**src/common/ccr_regs.vh**
```
// Constants shared by the composite clock receiver files.
`ifndef CCR_REGS_VH
`define CCR_REGS_VH

// System clock period.
`define CCR_CLK_PERIOD_NS 8

// Loss of signal: no pulse for 32 us, which is 4000 system clock cycles.
`define CCR_LOS_CYCLES 20'h00FA0

// Missing 8 kHz component: no marking violation for 500 us, 62500 cycles.
`define CCR_NO8K_CYCLES 20'h0F424

// Missing 400 Hz component: no omitted violation for 5 ms, 625000 cycles.
`define CCR_NO400_CYCLES 20'h98968

// Half period of the recovered 8 kHz clock, 62.5 us rounded down to 7812 cycles.
`define CCR_HALF8K_CYCLES 20'h01E84

// Marks in one frame: seven normal marks and one violation.
`define CCR_MARKS_PER_FRAME 4'h8

// Line fault status bit positions.
`define CCR_LF_LOS0 0
`define CCR_LF_LOS1 1
`define CCR_LF_AMI0 2
`define CCR_LF_AMI1 3

// Component status bit positions.
`define CCR_CS_NO8K0 0
`define CCR_CS_NO8K1 1
`define CCR_CS_NO400_0 2
`define CCR_CS_NO400_1 3

// Reset values.
`define CCR_STATUS_RST 4'h0
`define CCR_FORMAT_RST 2'h0

`endif

```
**src/design/ccr_top.v**
```verilog
// Two composite clock receivers with clock recovery and line fault detection.
`timescale 1ns/10ps
`include "ccr_regs.vh"

module ccr_top #(
  parameter [19:0] NO8K_CYCLES = `CCR_NO8K_CYCLES,
  parameter [19:0] NO400_CYCLES = `CCR_NO400_CYCLES,
  parameter [19:0] HALF8K_CYCLES = `CCR_HALF8K_CYCLES
) (
  input wire clk,
  input wire arst_n,
  input wire [1:0] cc_pos_pulse,
  input wire [1:0] cc_neg_pulse,
  input wire [1:0] logic_clk_in,
  input wire first_input_format_select,
  input wire second_input_format_select,
  input wire recovered_edge_select,
  input wire bit_error_count_enable,
  input wire ami_invalidate_enable,
  input wire los_invalidate_enable,
  input wire [3:0] line_fault_irq_enable,
  input wire [3:0] component_irq_enable,
  input wire [3:0] line_fault_status_clear,
  input wire [3:0] component_status_clear,
  output wire [3:0] line_fault_status_register,
  output wire [3:0] component_status_register,
  output wire [1:0] recovered_clk_out,
  output wire [1:0] clock_invalid,
  output wire [1:0] leaky_bucket_inc,
  output wire [1:0] missing_8k_active,
  output wire interrupt_request_out
);

  localparam [19:0] LOS_CYCLES = `CCR_LOS_CYCLES;
  localparam [19:0] ONE = 20'h00001;

  // Saturating increment for the interval timers.
  function [19:0] sat_inc;
    input [19:0] v;
    begin
      sat_inc = (v == 20'hFFFFF) ? v : v + ONE;
    end
  endfunction

  wire [1:0] s_pos;
  wire [1:0] s_neg;
  wire [1:0] los_set;
  wire [1:0] ami_set;
  wire [1:0] no8k_set;
  wire [1:0] no400_set;
  wire [3:0] lf_set;
  wire [3:0] cs_set;

  // Format mode, 1 means logic-level clock; resets to composite reception.
  reg [1:0] fmt_logic_reg;

  always @(posedge clk or negedge arst_n) begin
    if (!arst_n) begin
      fmt_logic_reg <= `CCR_FORMAT_RST;
    end else begin
      fmt_logic_reg <= {second_input_format_select, first_input_format_select};
    end
  end

  ccr_sync #(
    .W(4)
  ) u_sync (
    .clk(clk),
    .arst_n(arst_n),
    .d({cc_neg_pulse, cc_pos_pulse}),
    .q({s_neg, s_pos})
  );

  genvar gi;
  generate
    for (gi = 0; gi < 2; gi = gi + 1) begin : g_in
      reg prev_pos_reg;
      reg prev_neg_reg;
      reg last_pol_reg;
      reg have_pol_reg;
      reg [3:0] mark_cnt_reg;
      reg prev_err_reg;
      reg ami_active_reg;
      reg [19:0] los_cnt_reg;
      reg los_active_reg;
      reg [19:0] no8k_cnt_reg;
      reg no8k_active_reg;
      reg [19:0] no400_cnt_reg;
      reg no400_active_reg;
      reg after_bpv_reg;
      reg [19:0] half_cnt_reg;
      reg rclk_reg;
      reg fwd_reg;
      reg invalid_reg;
      reg bucket_reg;

      wire pulse_p;
      wire pulse_n;
      wire pulse;
      wire pol;
      wire bpv;
      wire [3:0] cnt_new;
      wire frame_end;
      wire frame_good;
      wire frame_err;
      wire omitted;
      wire omit_event;
      wire ami_declare;
      wire edge_event;

      // Leading edges of the synchronised positive and negative marks.
      assign pulse_p = s_pos[gi] & ~prev_pos_reg;
      assign pulse_n = s_neg[gi] & ~prev_neg_reg;
      assign pulse = pulse_p | pulse_n;
      assign pol = pulse_p;

      // A violation repeats the polarity of the previous mark.
      assign bpv = pulse & have_pol_reg & (pol == last_pol_reg);
      assign cnt_new = mark_cnt_reg + 4'h1;

      // A frame closes on a violation or on the eighth mark without one.
      assign frame_end = bpv | (pulse & (cnt_new == `CCR_MARKS_PER_FRAME));
      assign frame_good = bpv & (cnt_new == `CCR_MARKS_PER_FRAME);
      assign frame_err = frame_end & ~frame_good;
      assign omitted = frame_end & ~bpv;
      // An omitted violation after a good frame marks the 400 Hz component.
      assign omit_event = omitted & ~prev_err_reg;
      assign ami_declare = frame_err & prev_err_reg;

      always @(posedge clk or negedge arst_n) begin
        if (!arst_n) begin
          prev_pos_reg <= 1'b0;
          prev_neg_reg <= 1'b0;
          last_pol_reg <= 1'b0;
          have_pol_reg <= 1'b0;
          mark_cnt_reg <= 4'h0;
          prev_err_reg <= 1'b0;
          ami_active_reg <= 1'b0;
        end else begin
          prev_pos_reg <= s_pos[gi];
          prev_neg_reg <= s_neg[gi];
          if (pulse) begin
            last_pol_reg <= pol;
            have_pol_reg <= 1'b1;
          end
          if (frame_end) begin
            mark_cnt_reg <= 4'h0;
            prev_err_reg <= frame_err;
          end else if (pulse) begin
            mark_cnt_reg <= cnt_new;
          end
          if (ami_declare) begin
            ami_active_reg <= 1'b1;
          end else if (frame_good) begin
            ami_active_reg <= 1'b0;
          end
        end
      end

      // Interval timers for loss of signal and the two components.
      always @(posedge clk or negedge arst_n) begin
        if (!arst_n) begin
          los_cnt_reg <= 20'h00000;
          los_active_reg <= 1'b0;
          no8k_cnt_reg <= 20'h00000;
          no8k_active_reg <= 1'b0;
          no400_cnt_reg <= 20'h00000;
          no400_active_reg <= 1'b0;
        end else begin
          if (pulse) begin
            los_cnt_reg <= 20'h00000;
            los_active_reg <= 1'b0;
          end else begin
            los_cnt_reg <= sat_inc(los_cnt_reg);
            if (los_cnt_reg == LOS_CYCLES - ONE) begin
              los_active_reg <= 1'b1;
            end
          end
          if (bpv) begin
            no8k_cnt_reg <= 20'h00000;
            no8k_active_reg <= 1'b0;
          end else begin
            no8k_cnt_reg <= sat_inc(no8k_cnt_reg);
            if (no8k_cnt_reg == NO8K_CYCLES - ONE) begin
              no8k_active_reg <= 1'b1;
            end
          end
          if (omit_event) begin
            no400_cnt_reg <= 20'h00000;
            no400_active_reg <= 1'b0;
          end else begin
            no400_cnt_reg <= sat_inc(no400_cnt_reg);
            if (no400_cnt_reg == NO400_CYCLES - ONE) begin
              no400_active_reg <= 1'b1;
            end
          end
        end
      end

      assign los_set[gi] = ~pulse & ~los_active_reg & (los_cnt_reg == LOS_CYCLES - ONE);
      assign no8k_set[gi] = ~bpv & ~no8k_active_reg & (no8k_cnt_reg == NO8K_CYCLES - ONE);
      assign no400_set[gi] = ~omit_event & ~no400_active_reg &
                             (no400_cnt_reg == NO400_CYCLES - ONE);
      // While the violations are gone every closed frame sets AMI again.
      assign ami_set[gi] = ami_declare | (no8k_active_reg & frame_end);

      // Recovered clock falls at the chosen mark and rises half a period later.
      assign edge_event = recovered_edge_select ? (pulse & after_bpv_reg) : bpv;

      always @(posedge clk or negedge arst_n) begin
        if (!arst_n) begin
          after_bpv_reg <= 1'b0;
          half_cnt_reg <= 20'h00000;
          rclk_reg <= 1'b1;
        end else begin
          if (bpv) begin
            after_bpv_reg <= 1'b1;
          end else if (pulse) begin
            after_bpv_reg <= 1'b0;
          end
          if (edge_event) begin
            half_cnt_reg <= 20'h00000;
            rclk_reg <= 1'b0;
          end else begin
            half_cnt_reg <= sat_inc(half_cnt_reg);
            if (half_cnt_reg == HALF8K_CYCLES - ONE) begin
              rclk_reg <= 1'b1;
            end
          end
        end
      end

      // Forwarded clock, invalidation and leaky bucket requests.
      always @(posedge clk or negedge arst_n) begin
        if (!arst_n) begin
          fwd_reg <= 1'b0;
          invalid_reg <= 1'b0;
          bucket_reg <= 1'b0;
        end else begin
          if (fmt_logic_reg[gi]) begin
            fwd_reg <= logic_clk_in[gi];
          end else begin
            fwd_reg <= rclk_reg & ~no8k_active_reg;
          end
          // The 400 Hz state takes no part in invalidation.
          invalid_reg <= ~fmt_logic_reg[gi] &
                         ((ami_invalidate_enable & ami_active_reg) |
                          (los_invalidate_enable & los_active_reg));
          bucket_reg <= bit_error_count_enable & frame_err & ~fmt_logic_reg[gi];
        end
      end

      assign recovered_clk_out[gi] = fwd_reg;
      assign clock_invalid[gi] = invalid_reg;
      assign leaky_bucket_inc[gi] = bucket_reg;
      assign missing_8k_active[gi] = no8k_active_reg;
    end
  endgenerate

  assign lf_set[`CCR_LF_LOS0] = los_set[0];
  assign lf_set[`CCR_LF_LOS1] = los_set[1];
  assign lf_set[`CCR_LF_AMI0] = ami_set[0];
  assign lf_set[`CCR_LF_AMI1] = ami_set[1];
  assign cs_set[`CCR_CS_NO8K0] = no8k_set[0];
  assign cs_set[`CCR_CS_NO8K1] = no8k_set[1];
  assign cs_set[`CCR_CS_NO400_0] = no400_set[0];
  assign cs_set[`CCR_CS_NO400_1] = no400_set[1];

  ccr_sticky #(
    .W(4)
  ) u_line_fault (
    .clk(clk),
    .arst_n(arst_n),
    .set(lf_set),
    .clr(line_fault_status_clear),
    .q(line_fault_status_register)
  );

  ccr_sticky #(
    .W(4)
  ) u_component (
    .clk(clk),
    .arst_n(arst_n),
    .set(cs_set),
    .clr(component_status_clear),
    .q(component_status_register)
  );

  // The request stays high while any enabled latched bit is set.
  assign interrupt_request_out = |(line_fault_status_register & line_fault_irq_enable) |
                                 |(component_status_register & component_irq_enable);

endmodule // ccr_top

```
**src/design/ccr_sync.v**
```verilog
// Two-flop synchroniser for the sliced line pulse indications.
`timescale 1ns/10ps
module ccr_sync #(
  parameter W = 2
) (
  input wire clk,
  input wire arst_n,
  input wire [W-1:0] d,
  output wire [W-1:0] q
);

  reg [W-1:0] meta_reg;
  reg [W-1:0] sync_reg;

  // The first stage feeds only the second stage.
  always @(posedge clk or negedge arst_n) begin
    if (!arst_n) begin
      meta_reg <= {W{1'b0}};
      sync_reg <= {W{1'b0}};
    end else begin
      meta_reg <= d;
      sync_reg <= meta_reg;
    end
  end

  assign q = sync_reg;

endmodule // ccr_sync

```
**src/design/ccr_sticky.v**
```verilog
// Latched status bits: hardware sets, software clears, a set beats a clear.
`timescale 1ns/10ps
module ccr_sticky #(
  parameter W = 4
) (
  input wire clk,
  input wire arst_n,
  input wire [W-1:0] set,
  input wire [W-1:0] clr,
  output wire [W-1:0] q
);

  reg [W-1:0] flag_reg;
  wire [W-1:0] flag_next;

  assign flag_next = (flag_reg & ~clr) | set;

  always @(posedge clk or negedge arst_n) begin
    if (!arst_n) begin
      flag_reg <= {W{1'b0}};
    end else begin
      flag_reg <= flag_next;
    end
  end

  assign q = flag_reg;

endmodule // ccr_sticky

```
**config.mk**
```make
export PLATFORM = sky130hd
export DESIGN_NAME = ccr_top
export DESIGN_NICKNAME = d
export VERILOG_FILES = /design/src/design/ccr_top.v /design/src/design/ccr_sync.v /design/src/design/ccr_sticky.v
export VERILOG_INCLUDE_DIRS = /design/src /design/src/common
export SDC_FILE = /design/constraint.sdc
export NUM_CORES = 1
export LEC_CHECK = 0
export ABC_CLOCK_PERIOD_IN_PS = 2280
export BUFFER_PORTS_ARGS = -buffer_cell sky130_fd_sc_hd__buf_4
export CAP_MARGIN = 0
export CORE_MARGIN = 1.5
export CORE_UTILIZATION = 64
export CTS_BUF_LIST = sky130_fd_sc_hd__clkbuf_8
export DETAILED_ROUTE_END_ITERATION = 10
export GPL_TIMING_DRIVEN = 0
export PLACE_DENSITY = 0.87
export SLEW_MARGIN = 20
export SYNTH_ARGS = -nofsm -noshare
export SYNTH_HDL_FRONTEND = slang
export SYNTH_HIERARCHICAL = 1
export SYNTH_SLANG_ARGS = --single-unit
export TNS_END_PERCENT = 20
```
**constraint.sdc**
```tcl
create_clock -name clk -period 2.28 [get_ports clk]
set_input_delay 0.456 -clock clk [delete_from_list [all_inputs] [get_ports clk]]
set_output_delay 0.456 -clock clk [all_outputs]
set_load 0.01 [all_outputs]
```
==> run summary, run 1 <==
The routed length per instance came out at 16.0 um. Among all flip-flop cells after synthesis, the most frequent one is sky130_fd_sc_hd__dfrtp_1. The clock net sink count came out at 214. Cells fill 74.4% of the core in the end.

The measured slew at the worst slew-check pin came out at 0.674 ns. The die is 134 um tall. The tightest min-delay check is of the in -> reg type. Counting I/O delays and the setup requirement, the final critical path takes 2.22 ns. Following the worst setup path forward leads to its endpoint at interrupt_request_out. The count of antenna-violating nets left after detailed routing came out at 0. The number of H-tree levels is 2. The clock tree from TritonCTS is done. Of all flip-flops after synthesis, the portion carrying an async set or reset was 100%. STA classifies the critical path endpoint as a primary output.

The clock network latency to the later pin of the worst-skew pair came out at 0.52 ns. The routed via count divided by cell count is 6.10. The slowest stage of the critical path is the sky130_fd_sc_hd__a22oi_1 cell.

After synthesis the netlist holds a flip-flop and latch count of 214. STA puts the critical path data required time at 1.82 ns. The endpoint of the lowest-slack register-to-register path is u_component/q[3]$_DFF_PN0_.

During synthesis, Yosys emitted a total of 6 warnings. The max-slew violation count came out at 0. The kind of cell with the highest combined delay along the critical path is compound AO/OA/AOI/OAI gates. The die width is 134 um. The buffer count from post-CTS setup fixing is 0. Counting buffers and inverters, the worst setup path is 3 cells deep.

The count of cells along the worst register-to-register path is 7. The highest achievable clock rate came out at 451 MHz. The total number of vias is 8977. The worst register-to-register path begins at g_in[1].mark_cnt_reg[0]$_DFFE_PN0P_.

The cell area power density came out at 760 nW/um^2. After the last flow step, the layout net total stands at 1269. The netlist area before placement is 10900 um^2.

The area growth from synthesis to layout is 13.1%. The core outline area came out at 16600 um^2. The count of flip-flops with a built-in enable after synthesis came out at 0. The number of antenna violations at the first check in global routing is 0. The total overflow left after global routing is 0.

The number of buffers on the longest clock path is 3. The run finished with clean final reports. The smallest setup slack after layout is 0.0622 ns. The gate count after technology mapping is 1140. In the routed design, unresolved DRC markers number 0. The setup slack of the most critical reg-to-reg path is 0.08 ns. The die covers 17900 um^2. Synthesis produced a netlist with a net count of 1182.

The maximum ir drop on the vdd rail is 0.564 mV. In this run the count of I/O pins placed on the die edge is 47. The total routed wirelength came out at 23.6 mm. The worst hold margin is 0.0430 ns. STA classifies the critical path startpoint as a flop. The clock-pin transition on the worst setup and hold timing paths is 0.06 ns. The count of endpoints failing setup in the final report came out at 0. The maximum number of pins on one net before global-route repair came out at 105.

The diode insertion count for antenna repair is 0. The via count of the first global-routing pass is 8488. The post-route non-filler standard cell count is 1471. The worst hold path begins at cc_pos_pulse[1]. The row count came out at 47. The number of buffers inserted during clock tree synthesis is 36. The arrival time at the worst endpoint is 1.76 ns.

The number of iterations in the first detailed-routing pass came out at 5. Across the run, the number of max-cap violations was 0. In this design, the stage delay of the slowest critical-path cell is 0.50 ns. After synthesis, flip-flops and latches occupy 48.9% of the total area. The routability-driven placement congestion ratio is 0.903. Including well taps, the total number of placed cells is 1408.

The first-pass GRT wire length is 39.9 mm. The most critical setup path has its startpoint at u_line_fault/q[0]$_DFF_PN0_. The average instance in the mapped netlist occupies 9.60 um^2. By startpoint and endpoint, the worst setup path is classified as reg -> out. OpenSTA, run right after detailed placement, puts the worst setup slack at -0.0970 ns.

The clock skew after layout came out at 0.0119 ns. The largest fanout on the critical path came out at 3. The critical path goes through a22oi_1, nand4_1, buf_4.

The first routing iteration left 465 violations. The overall track demand over capacity in global routing came out at 27.1%. The number of hold-slack violations in the final timing report is 0.

The root buffer cell is sky130_fd_sc_hd__clkbuf_8. The remaining max-slew budget at the tightest pin came out at 54.7%. The fraction of the cycle the final worst path needs is 97.3%.

The number of buffer and inverter stages on the critical path came out at 1. The leakage power of the design came out at 5.37 nW. The count of port buffers added during placement came out at 46. The HPWL after detailed placement is 16.1 mm.

Of the cells placed in the final design, the portion with a size suffix greater than 1 is 12.6%. Once the floorplan was initialized, standard cells occupied 65.8% of the core. The number of library cell types mapped by synthesis is 75.
==> placed cells by master, fill, tap and decap left out, types with 4 or more instances in the layout <==
master and count:
sky130_fd_sc_hd__dfrtp_1 212, sky130_fd_sc_hd__nor2_1 159, sky130_fd_sc_hd__nand2_1 101, sky130_fd_sc_hd__xnor2_1 76, sky130_fd_sc_hd__a21oi_1 60, sky130_fd_sc_hd__buf_4 54
sky130_fd_sc_hd__nor3_1 53, sky130_fd_sc_hd__nand3_1 50, sky130_fd_sc_hd__nand4_1 45, sky130_fd_sc_hd__clkbuf_8 43, sky130_fd_sc_hd__inv_1 32, sky130_fd_sc_hd__xor2_1 32
sky130_fd_sc_hd__o21ai_0 27, sky130_fd_sc_hd__nor4_1 23, sky130_fd_sc_hd__and3_1 21, sky130_fd_sc_hd__clkbuf_1 16, sky130_fd_sc_hd__or3_1 14, sky130_fd_sc_hd__a211oi_1 13
sky130_fd_sc_hd__and2_1 12, sky130_fd_sc_hd__ha_1 12, sky130_fd_sc_hd__and4_1 11, sky130_fd_sc_hd__a21o_1 11, sky130_fd_sc_hd__a31oi_1 10, sky130_fd_sc_hd__nand2b_1 9
sky130_fd_sc_hd__nor2b_1 8, sky130_fd_sc_hd__mux2i_1 8, sky130_fd_sc_hd__clkinv_2 8, sky130_fd_sc_hd__a311oi_1 7, sky130_fd_sc_hd__a22oi_1 6, sky130_fd_sc_hd__buf_2 6
sky130_fd_sc_hd__nor4b_1 5, sky130_fd_sc_hd__nand4b_1 5, sky130_fd_sc_hd__or4_1 5, sky130_fd_sc_hd__clkbuf_2 5, sky130_fd_sc_hd__nor4_2 5, sky130_fd_sc_hd__or2_1 5
sky130_fd_sc_hd__nor4bb_1 4
==> kinds of logic after synthesis <==
family | synth area share (%)
AO/OA/AOI/OAI | 10.2
adder cells (fa/ha/maj) | 1.37
multiplexers | 0.732
XOR/XNOR | 8.64
flip-flops | 48.9
AND/OR/NAND/NOR | 27.6
buffers and inverters | 2.47
==> cell type report <==
type	count	area (um^2)
well taps	220	275
inverters	22	82.6
fillers	1146	4260
clock buffers	43	592
repair buffers	49	418
plain buffers	37	194
multi-input cells	867	5350
clock inverters	19	108
flip-flops and latches	214	5360
==> cell usage after synthesis, drive strengths merged (22+ instances only) <==
master | number | area, um^2
dfrtp | 212 | 5310
nand2 | 101 | 379
nor2 | 160 | 601
nor3 | 57 | 312
nand3 | 52 | 265
o21ai | 29 | 145
inv | 22 | 82.6
xnor2 | 76 | 666
nor4 | 31 | 262
xor2 | 32 | 280
a21oi | 62 | 314
nand4 | 49 | 340
==> report_power, final <==
group          internal [W]  switching [W]
clock network       0.00182        0.00151
registers           0.00420       0.000465
logic              0.000627       0.000785
total               0.00665        0.00276
==> per-layer routing <==
metal  vias to the layer above  global-route usage, %  part of all wire [%]
met2                       301                   44.0                    48
met4                         0                   7.97                   1.7
met1                      4360                   38.0                    44
met5                         -                      0                     0
met3                        43                   4.23                   6.8
li1                       4273                      -                     -
==> through the flow <==
| stage | TNS, ns | area (um^2) | total power, W |
|---|---|---|---|
| floorplan | 0 | 10900 | 0.00559 |
| global placement | -149.39 | 11600 | 0.00598 |
| detailed placement | -0.0970 | 11600 | 0.00609 |
| CTS | 0 | 12300 | 0.00945 |
| global route | -0.000348 | 12400 | 0.00987 |
| finish | 0 | 12400 | 0.00941 |
==> worst min path at each step <==
| stage | end | slack [ns] | depth (start not counted) |
|---|---|---|---|
| finish | u_sync/meta_reg[1]$_DFF_PN0_ | 0.04 | 1 |
| global route | u_sync/meta_reg[3]$_DFF_PN0_ | 0.03 | 1 |
| CTS | u_sync/meta_reg[3]$_DFF_PN0_ | 0.03 | 1 |
| detailed placement | g_in[0].no8k_cnt_reg[5]$_DFFE_PN0P_ | 0.27 | 1 |
| global placement | u_sync/q[3]$_DFF_PN0_ | 0.33 | 0 |
| floorplan | fmt_logic_reg[0]$_DFF_PN0_ | 0.16 | 0 |
==> worst register-to-register path, cell delays in order (launching register included) <==
cell and delay, ns:
sky130_fd_sc_hd__dfrtp_1 0.45, sky130_fd_sc_hd__ha_1 0.29, sky130_fd_sc_hd__nor3_1 0.29, sky130_fd_sc_hd__a41oi_2 0.15, sky130_fd_sc_hd__nor4_4 0.31, sky130_fd_sc_hd__clkbuf_2 0.30
sky130_fd_sc_hd__nor3_1 0.13, sky130_fd_sc_hd__a21o_1 0.17
==> repair_timing <==
item,CTS,global route
setup endpoints to repair,1,28
hold buffers,1,0
gates resized for setup,1,14
pin swaps,0,0
endpoints found under the hold margin,8,0
Power figures use the tool's default switching activity.
==> run 2: changes to the inputs <==
--- a/config.mk
+++ b/config.mk
@@ -14,7 +14,7 @@
 export CTS_BUF_LIST = sky130_fd_sc_hd__clkbuf_8
 export DETAILED_ROUTE_END_ITERATION = 10
 export GPL_TIMING_DRIVEN = 0
-export PLACE_DENSITY = 0.87
+export PLACE_DENSITY = 0.82
 export SLEW_MARGIN = 20
 export SYNTH_ARGS = -nofsm -noshare
 export SYNTH_HDL_FRONTEND = slang
==> run summary, run 2 (synthesis gave the netlist of run 1 again) <==
The flow ran to the end, and the final reports show no timing, DRC or antenna violations. On the critical path, the stage with the largest delay is an instance of sky130_fd_sc_hd__dfrtp_1. The die extent in y is 134 um (unchanged).

The global routing usage on met1 was 37.4% (-0.65 points). The diode insertion count for antenna repair came out at 0 (unchanged). The highest cell delay on the worst timing path is 0.46 ns (-0.04 ns). The worst register-to-register path ends at u_component/q[2]$_DFF_PN0_. The arrival time at the worst endpoint came to 2.58 ns (+0.82 ns).

The routed length per instance is 15.7 um (-2.4%). The highest achievable clock rate is 462 MHz (+2.4%). The I/O pin total is 47 (unchanged). In the layout the commonest cells are 212 x sky130_fd_sc_hd__dfrtp_1, 160 x sky130_fd_sc_hd__nor2_1, 101 x sky130_fd_sc_hd__nand2_1. The core outline area came out at 16600 um^2 (unchanged). The remaining global-route overflow came to 0 (unchanged). The maximum ir drop on the vdd rail came out at 0.597 mV (+5.8%). The routed via count divided by cell count came out at 5.94 (-2.7%). The violation count after the first detailed-routing iteration is 426 (-8.4%).

The largest fanout on the critical path came to 10 (+7). The max-slew violation count was 0 (unchanged). The maximum number of pins on one net before global-route repair is 82 (-22%). The overall track demand over capacity in global routing is 26.9% (-0.18 points). The area growth from synthesis to layout is 13.6%. The clock net sink count came out at 214 (unchanged).

The count of antenna-violating nets left after detailed routing came to 0 (unchanged). The number of fillers in the final layout was 1235 (+7.8%). The startpoint identified for the worst register-to-register timing path is g_in[0].mark_cnt_reg[0]$_DFFE_PN0P_. The aggregate negative setup slack is 0 ns (unchanged). The core utilization of the finished layout was 74.7% (+0.36 points).

The final-stage net count is 1270 (+0.079%). The cell family contributing the most delay on the critical path is compound AO/OA/AOI/OAI gates. TritonCTS built the clock tree. The met3 global-route usage came out at 4.65% (+0.42 points). The die width is 134 um (unchanged). The number of buffers on the longest clock path is 3 (unchanged). The total non-filler cell area in the finished layout came to 12400 um^2 (+0.49%). For hold timing, the worst endpoint is u_sync/meta_reg[2]$_DFF_PN0_.

The fraction of layout instances using a drive strength above 1 is 12.6% (-0.060 points). The measured slew at the worst slew-check pin came to 0.705 ns (+0.0310 ns). The met2 usage is 43.2% (-0.86 points). The leakage power of the design is 5.39 nW (+0.44%). The number of buffer and inverter stages on the critical path was 1 (unchanged).

The smallest setup slack after layout came out at 0.114 ns (+0.0517 ns). The via count of the first global-routing pass is 8435 (-0.62%). The clock-pin transition on the worst setup and hold timing paths is 0.06 ns (about the same). The setup slack of the most critical reg-to-reg path is 0.11 ns (+0.03 ns).

The cell area power density came out at 768 nW/um^2 (+0.95%). Setup repair after global routing left no endpoint under its margin. The total routed wirelength is 23.1 mm (-2.0%).

The initial standard-cell utilization of the core came to 65.8% (unchanged). The endpoint type of the worst setup path is a flop. The count of port buffers added during placement is 46 (unchanged). The worst hold margin is 0.0384 ns (-0.00466 ns). The total of max-cap violations is 0 (unchanged). The clock skew after layout is 0.0139 ns (+0.00201 ns). The count of cells along the worst register-to-register path is 8 (+1). The number of hold-slack violations in the final timing report was 0 (unchanged).

The number of iterations in the first detailed-routing pass came out at 5 (unchanged). The time the worst path needs with I/O delays and setup came out at 2.17 ns (-0.0517 ns). The row count came out at 47 (unchanged). The total number of vias is 8772 (-2.3%). The number of H-tree levels is 2 (unchanged). The kind of start point of the critical path is a flop. The number of antenna violations at the first check in global routing is 0 (unchanged). The library cell used most frequently in the layout, excluding fill and tap cells, is sky130_fd_sc_hd__dfrtp_1. The area occupied by multi-input gates came out at 5360 um^2 (+0.12%). The root buffer cell is sky130_fd_sc_hd__clkbuf_8.

The first-pass GRT wire length came out at 39.7 mm (-0.69%). The HPWL after detailed placement came out at 15.9 mm (-1.2%). The startpoint identified for the worst hold timing path is cc_neg_pulse[0]. The count of endpoints failing setup in the final report came out at 0 (unchanged).

The number of buffers inserted during clock tree synthesis was 37 (+2.8%). The signal on the critical path passes through ha_1, and2_1, a21oi_1, o22a_1, nor4_4, clkbuf_2, nor3_1, a21o_1. The total area of sequential cells came out at 5360 um^2 (unchanged). The endpoint required time on the critical path is 2.69 ns (+0.87 ns). In this run the worst hold path is classified as in -> reg. The die outline area is 17900 um^2 (unchanged). The remaining max-slew budget at the tightest pin came to 52.6% (-2.1 points). The startpoint-to-endpoint class of the critical path is reg -> reg. The clock network latency to the later pin of the worst-skew pair came out at 0.52 ns (about the same).

The worst hold path cell count is 1 (unchanged). The total cell area at the placement stage is 11600 um^2 (unchanged). The fraction of the cycle the final worst path needs is 95.0% (-2.3 points). The worst slack at placement came out at -0.0694 ns (+0.0275 ns).

The routability-driven placement congestion ratio came out at 0.872 (-3.4%). The count of unresolved DRC violations after routing came out at 0 (unchanged). The global routing's busiest layer is met2.
-- run 2: through the flow --
stage                     cells  power [W]
after detailed placement   1408    0.00609
after global placement     1406    0.00599
after global routing       1477     0.0101
after CTS                  1477    0.00960
final                      1477    0.00955
after floorplan            1140    0.00559
-- run 2: area by class of cell --
type / instances / share of cell area (%)
Buffer: 37 / 1.53
Clock buffer: 49 / 5.42
Clock inverter: 19 / 0.664
Inverter: 22 / 0.664
Multi-Input combinational cell: 867 / 43.1
Sequential cell: 214 / 43.1
Tap cell: 220 / 2.21
Timing Repair Buffer: 49 / 3.36
-- run 2: worst max path at each step --
stage	startpoint	to	slack [ns]	cells after the start
6_report	g_in[0].mark_cnt_reg[0]$_DFFE_PN0P_	u_component/q[2]$_DFF_PN0_	0.11	8
5_1_grt	g_in[1].no8k_cnt_reg[0]$_DFFE_PN0P_	g_in[1].no8k_cnt_reg[0]$_DFFE_PN0P_	0.02	7
4_1_cts	g_in[0].mark_cnt_reg[0]$_DFFE_PN0P_	u_component/q[2]$_DFF_PN0_	0.05	8
3_5_place_dp	g_in[0].mark_cnt_reg[0]$_DFFE_PN0P_	u_component/q[2]$_DFF_PN0_	-0.07	8
3_3_place_gp	arst_n	g_in[1].no8k_cnt_reg[0]$_DFFE_PN0P_	-0.74	1
2_1_floorplan	g_in[0].mark_cnt_reg[0]$_DFFE_PN0P_	u_component/q[2]$_DFF_PN0_	0.35	8
-- run 2: power breakdown --
part / switching (W) / internal [W]
sequential: 0.000463 / 0.00420
combinational: 0.000783 / 0.000627
clock: 0.00155 / 0.00193
total: 0.00280 / 0.00675
-- run 2: routing by layer --
metal | vias to the layer above | part of all wire [%] | wire, um
met1 | 4221 | 46 | 10700
li1 | 4291 | - | -
met3 | 43 | 4.6 | 1080
met5 | - | 0 | 0
met2 | 217 | 47 | 10800
met4 | 0 | 2.2 | 515
-- run 2: repair_timing --
| action | 4_1_cts | 5_1_grt |
|---|---|---|
| hold endpoints to repair | 67 | 0 |
| setup endpoints to repair | 2 | 23 |
| gates resized for setup | 2 | 6 |
| hold buffers | 1 | 0 |
| setup buffers | 0 | 0 |
==> run 3: changes to the inputs <==
--- a/config.mk
+++ b/config.mk
@@ -6,15 +6,14 @@
 export SDC_FILE = /design/constraint.sdc
 export NUM_CORES = 1
 export LEC_CHECK = 0
-export ABC_CLOCK_PERIOD_IN_PS = 2280
+export ABC_CLOCK_PERIOD_IN_PS = 1760
 export BUFFER_PORTS_ARGS = -buffer_cell sky130_fd_sc_hd__buf_4
 export CAP_MARGIN = 0
 export CORE_MARGIN = 1.5
-export CORE_UTILIZATION = 64
+export CORE_UTILIZATION = 40
 export CTS_BUF_LIST = sky130_fd_sc_hd__clkbuf_8
 export DETAILED_ROUTE_END_ITERATION = 10
 export GPL_TIMING_DRIVEN = 0
-export PLACE_DENSITY = 0.82
 export SLEW_MARGIN = 20
 export SYNTH_ARGS = -nofsm -noshare
 export SYNTH_HDL_FRONTEND = slang
==> constraint.sdc (replaced) <==
create_clock -name clk -period 1.76 [get_ports clk]
set_input_delay 0.352 -clock clk [delete_from_list [all_inputs] [get_ports clk]]
set_output_delay 0.352 -clock clk [all_outputs]
set_load 0.01 [all_outputs]
==> run summary, run 3 (synthesis gave the netlist of run 1 again) <==
The count of endpoints failing setup in the final report is 28 (+28). The first-pass GRT wire length was 43.4 mm (+9.4%). The total non-filler cell area in the finished layout is 13900 um^2 (+12%).

The total of max-cap violations is 0 (unchanged). The number of hold-slack violations in the final timing report is 0 (unchanged). The row count came out at 60 (+28%). The final-stage net count was 1332 (+4.9%). The die width is 168 um (+26%). The number of fillers in the final layout is 2483 (+100%).

The routability-driven placement congestion ratio is 0.821 (-5.8%). The number of buffer and inverter stages on the critical path came out at 1 (unchanged). The run finished, with violations left. The number of buffers on the longest clock path came out at 3 (unchanged).

The die extent in y came out at 168 um (+26%). The endpoint type of the worst setup path is a primary output. The core outline area is 26900 um^2 (+61%). The signal on the critical path passes through a22oi_2, nand4_1, buf_4. The remaining max-slew budget at the tightest pin was 57.7% (+5.1 points). The clock-pin transition on the worst setup and hold timing paths was 0.05 ns (about the same).

The count of antenna-violating nets left after detailed routing came out at 0 (unchanged). The total routed wirelength came out at 26.0 mm (+12%). The routed via count divided by cell count was 5.39 (-9.3%). The number of antenna violations at the first check in global routing is 1 (+1). The via count of the first global-routing pass came out at 8729 (+3.5%). Setup repair after global routing could not meet its margin everywhere. In the layout the commonest cells are 193 x sky130_fd_sc_hd__dfrtp_1, 145 x sky130_fd_sc_hd__nor2_1, 103 x sky130_fd_sc_hd__buf_4. TritonCTS built the clock tree. The fraction of layout instances using a drive strength above 1 is 25.5% (+13 points). The clock network latency to the later pin of the worst-skew pair is 0.55 ns (+0.03 ns). The cell area power density is 964 nW/um^2 (+26%). The overall track demand over capacity in global routing is 18.5% (-8.4 points). The overall power consumption is 0.0134 W (+40%).

The endpoint required time on the critical path came out at 1.41 ns (-1.28 ns). The leakage power of the design is 5.95 nW (+10%). The number of H-tree levels is 2 (unchanged). The slowest stage of the critical path belongs to the cell sky130_fd_sc_hd__dfrtp_1. The remaining global-route overflow came out at 0 (unchanged). In this run the worst hold path is classified as in -> reg. After layout, the worst path uses 112% of the clock period. The maximum number of pins on one net before global-route repair came to 91 (+11%). Based on the critical path, the design can be clocked at up to 507 MHz. The total number of vias came out at 8952 (+2.1%). The max-slew violation count is 0 (unchanged).

The die outline area is 28400 um^2 (+58%). The routed length per instance came out at 15.6 um (-0.32%). The clock skew after layout came to 0.0193 ns (+0.00546 ns).

The violation count after the first detailed-routing iteration is 402 (-5.6%). The maximum ir drop on the vdd rail is 0.765 mV (+28%). The routed design could run at a clock period as short as 1.97 ns.

The count of port buffers added during placement was 46 (unchanged). The largest fanout on the critical path is 2 (-8). The total cell area at the placement stage came out at 11800 um^2 (+1.6%). STA classifies the critical path startpoint as a flop. Leaving out fill and tap cells, the most frequent cell in the layout is sky130_fd_sc_hd__dfrtp_1. The root buffer cell is sky130_fd_sc_hd__clkbuf_8. The number of iterations in the first detailed-routing pass came to 5 (unchanged). The smallest setup slack after layout was -0.211 ns (-0.324 ns). The HPWL after detailed placement is 16.8 mm (+5.3%). The clock net sink count came out at 214 (unchanged). The measured slew at the worst slew-check pin came out at 0.632 ns (-0.0725 ns). The cell family with the largest share of critical-path delay is flip-flops. The arrival time at the worst endpoint is 1.62 ns (-0.96 ns). The highest cell delay on the worst timing path is 0.39 ns (-0.07 ns). The startpoint-to-endpoint class of the critical path is reg -> out. The number of buffers inserted during clock tree synthesis was 40 (+8.1%). The area growth from synthesis to layout came out at 27.1%. The count of unresolved DRC violations after routing came out at 0 (unchanged). The aggregate negative setup slack came out at -1.26 ns (-1.26 ns). The checks that failed: negative setup slack. The initial standard-cell utilization of the core came to 40.7% (-25 points). The I/O pin total is 47 (unchanged).
## run 3: changes by cell type in the layout (fill, tap and decap cells not counted), moves of 10 or more
cell / before / now
sky130_fd_sc_hd__dfrtp_2: 0 / 19
sky130_fd_sc_hd__buf_6: 1 / 11
sky130_fd_sc_hd__buf_4: 54 / 103
sky130_fd_sc_hd__ha_1: 12 / 1
sky130_fd_sc_hd__nor2_2: 0 / 11
sky130_fd_sc_hd__nor2_1: 160 / 145
sky130_fd_sc_hd__clkbuf_1: 19 / 7
sky130_fd_sc_hd__nor3_1: 53 / 41
sky130_fd_sc_hd__dfrtp_1: 212 / 193
## run 3: layout make-up
class | instances | area [um^2] | area share [%]
diodes | 1 | 2.50 | 0.0180
plain buffers | 36 | 267 | 1.91
clock buffers | 49 | 674 | 4.85
clock inverters | 23 | 153 | 1.10
inverters | 22 | 82.6 | 0.593
multi-input cells | 867 | 6010 | 43.2
flip-flops and latches | 214 | 5380 | 38.7
well taps | 341 | 427 | 3.07
repair buffers | 109 | 917 | 6.59
## run 3: what timing repair did
item                                   in CTS  in global routing
hold buffers                                7                  0
pin swaps                                  23                 47
gates resized for setup                    82                118
endpoints found under the hold margin      48                  0
setup endpoints to repair                 159                168
buffers inserted                           20                 32
gates cloned                                1                  1
## run 3: per-layer routing
layer  up-vias  track usage, %  wire (um)
met1      4374            26.2      12500
met5         -               0          0
met2       125            29.0      11900
met3        40            3.34       1080
met4         0            5.90        474
li1       4413               -          -
## run 3: through the flow
step | setup slack (ns) | std cells | hold slack (ns) | utilization, %
4_1_cts | -0.239 | 1628 | 0.0115 | 49.1
2_1_floorplan | -0.0296 | 1140 | 0.0564 | -
6_report | -0.211 | 1662 | 0.0451 | 51.8
3_3_place_gp | -1.31 | 1527 | 0.338 | 43.7
3_5_place_dp | -0.491 | 1529 | 0.275 | 44.0
5_1_grt | -0.271 | 1661 | 0.0170 | 51.8
## run 3: power by group
part | internal (W) | leakage [nW] | switching, W
registers | 0.00545 | 2.80 | 0.000666
logic | 0.00117 | 2.68 | 0.00118
clock network | 0.00281 | 0.475 | 0.00213
## run 3: final timing paths
path                                                     start                                    to  slack (ns)  depth (start not counted)
setup / recovery                   u_line_fault/q[0]$_DFF_PN0_                 interrupt_request_out       -0.21                          3
hold / removal                                 logic_clk_in[1]             g_in[1].fwd_reg$_DFF_PN0_        0.05                          2
setup reg to reg           g_in[0].no8k_cnt_reg[0]$_DFFE_PN0P_  g_in[0].no8k_cnt_reg[11]$_DFFE_PN0P_       -0.08                          8
hold reg to reg                   u_sync/meta_reg[2]$_DFF_PN0_                 u_sync/q[2]$_DFF_PN0_        0.35                          0
max in group asynchronous                               arst_n  g_in[1].no400_cnt_reg[7]$_DFFE_PN0P_        0.68                          3
min in group asynchronous                               arst_n   g_in[0].no8k_cnt_reg[5]$_DFFE_PN0P_        0.30                          2
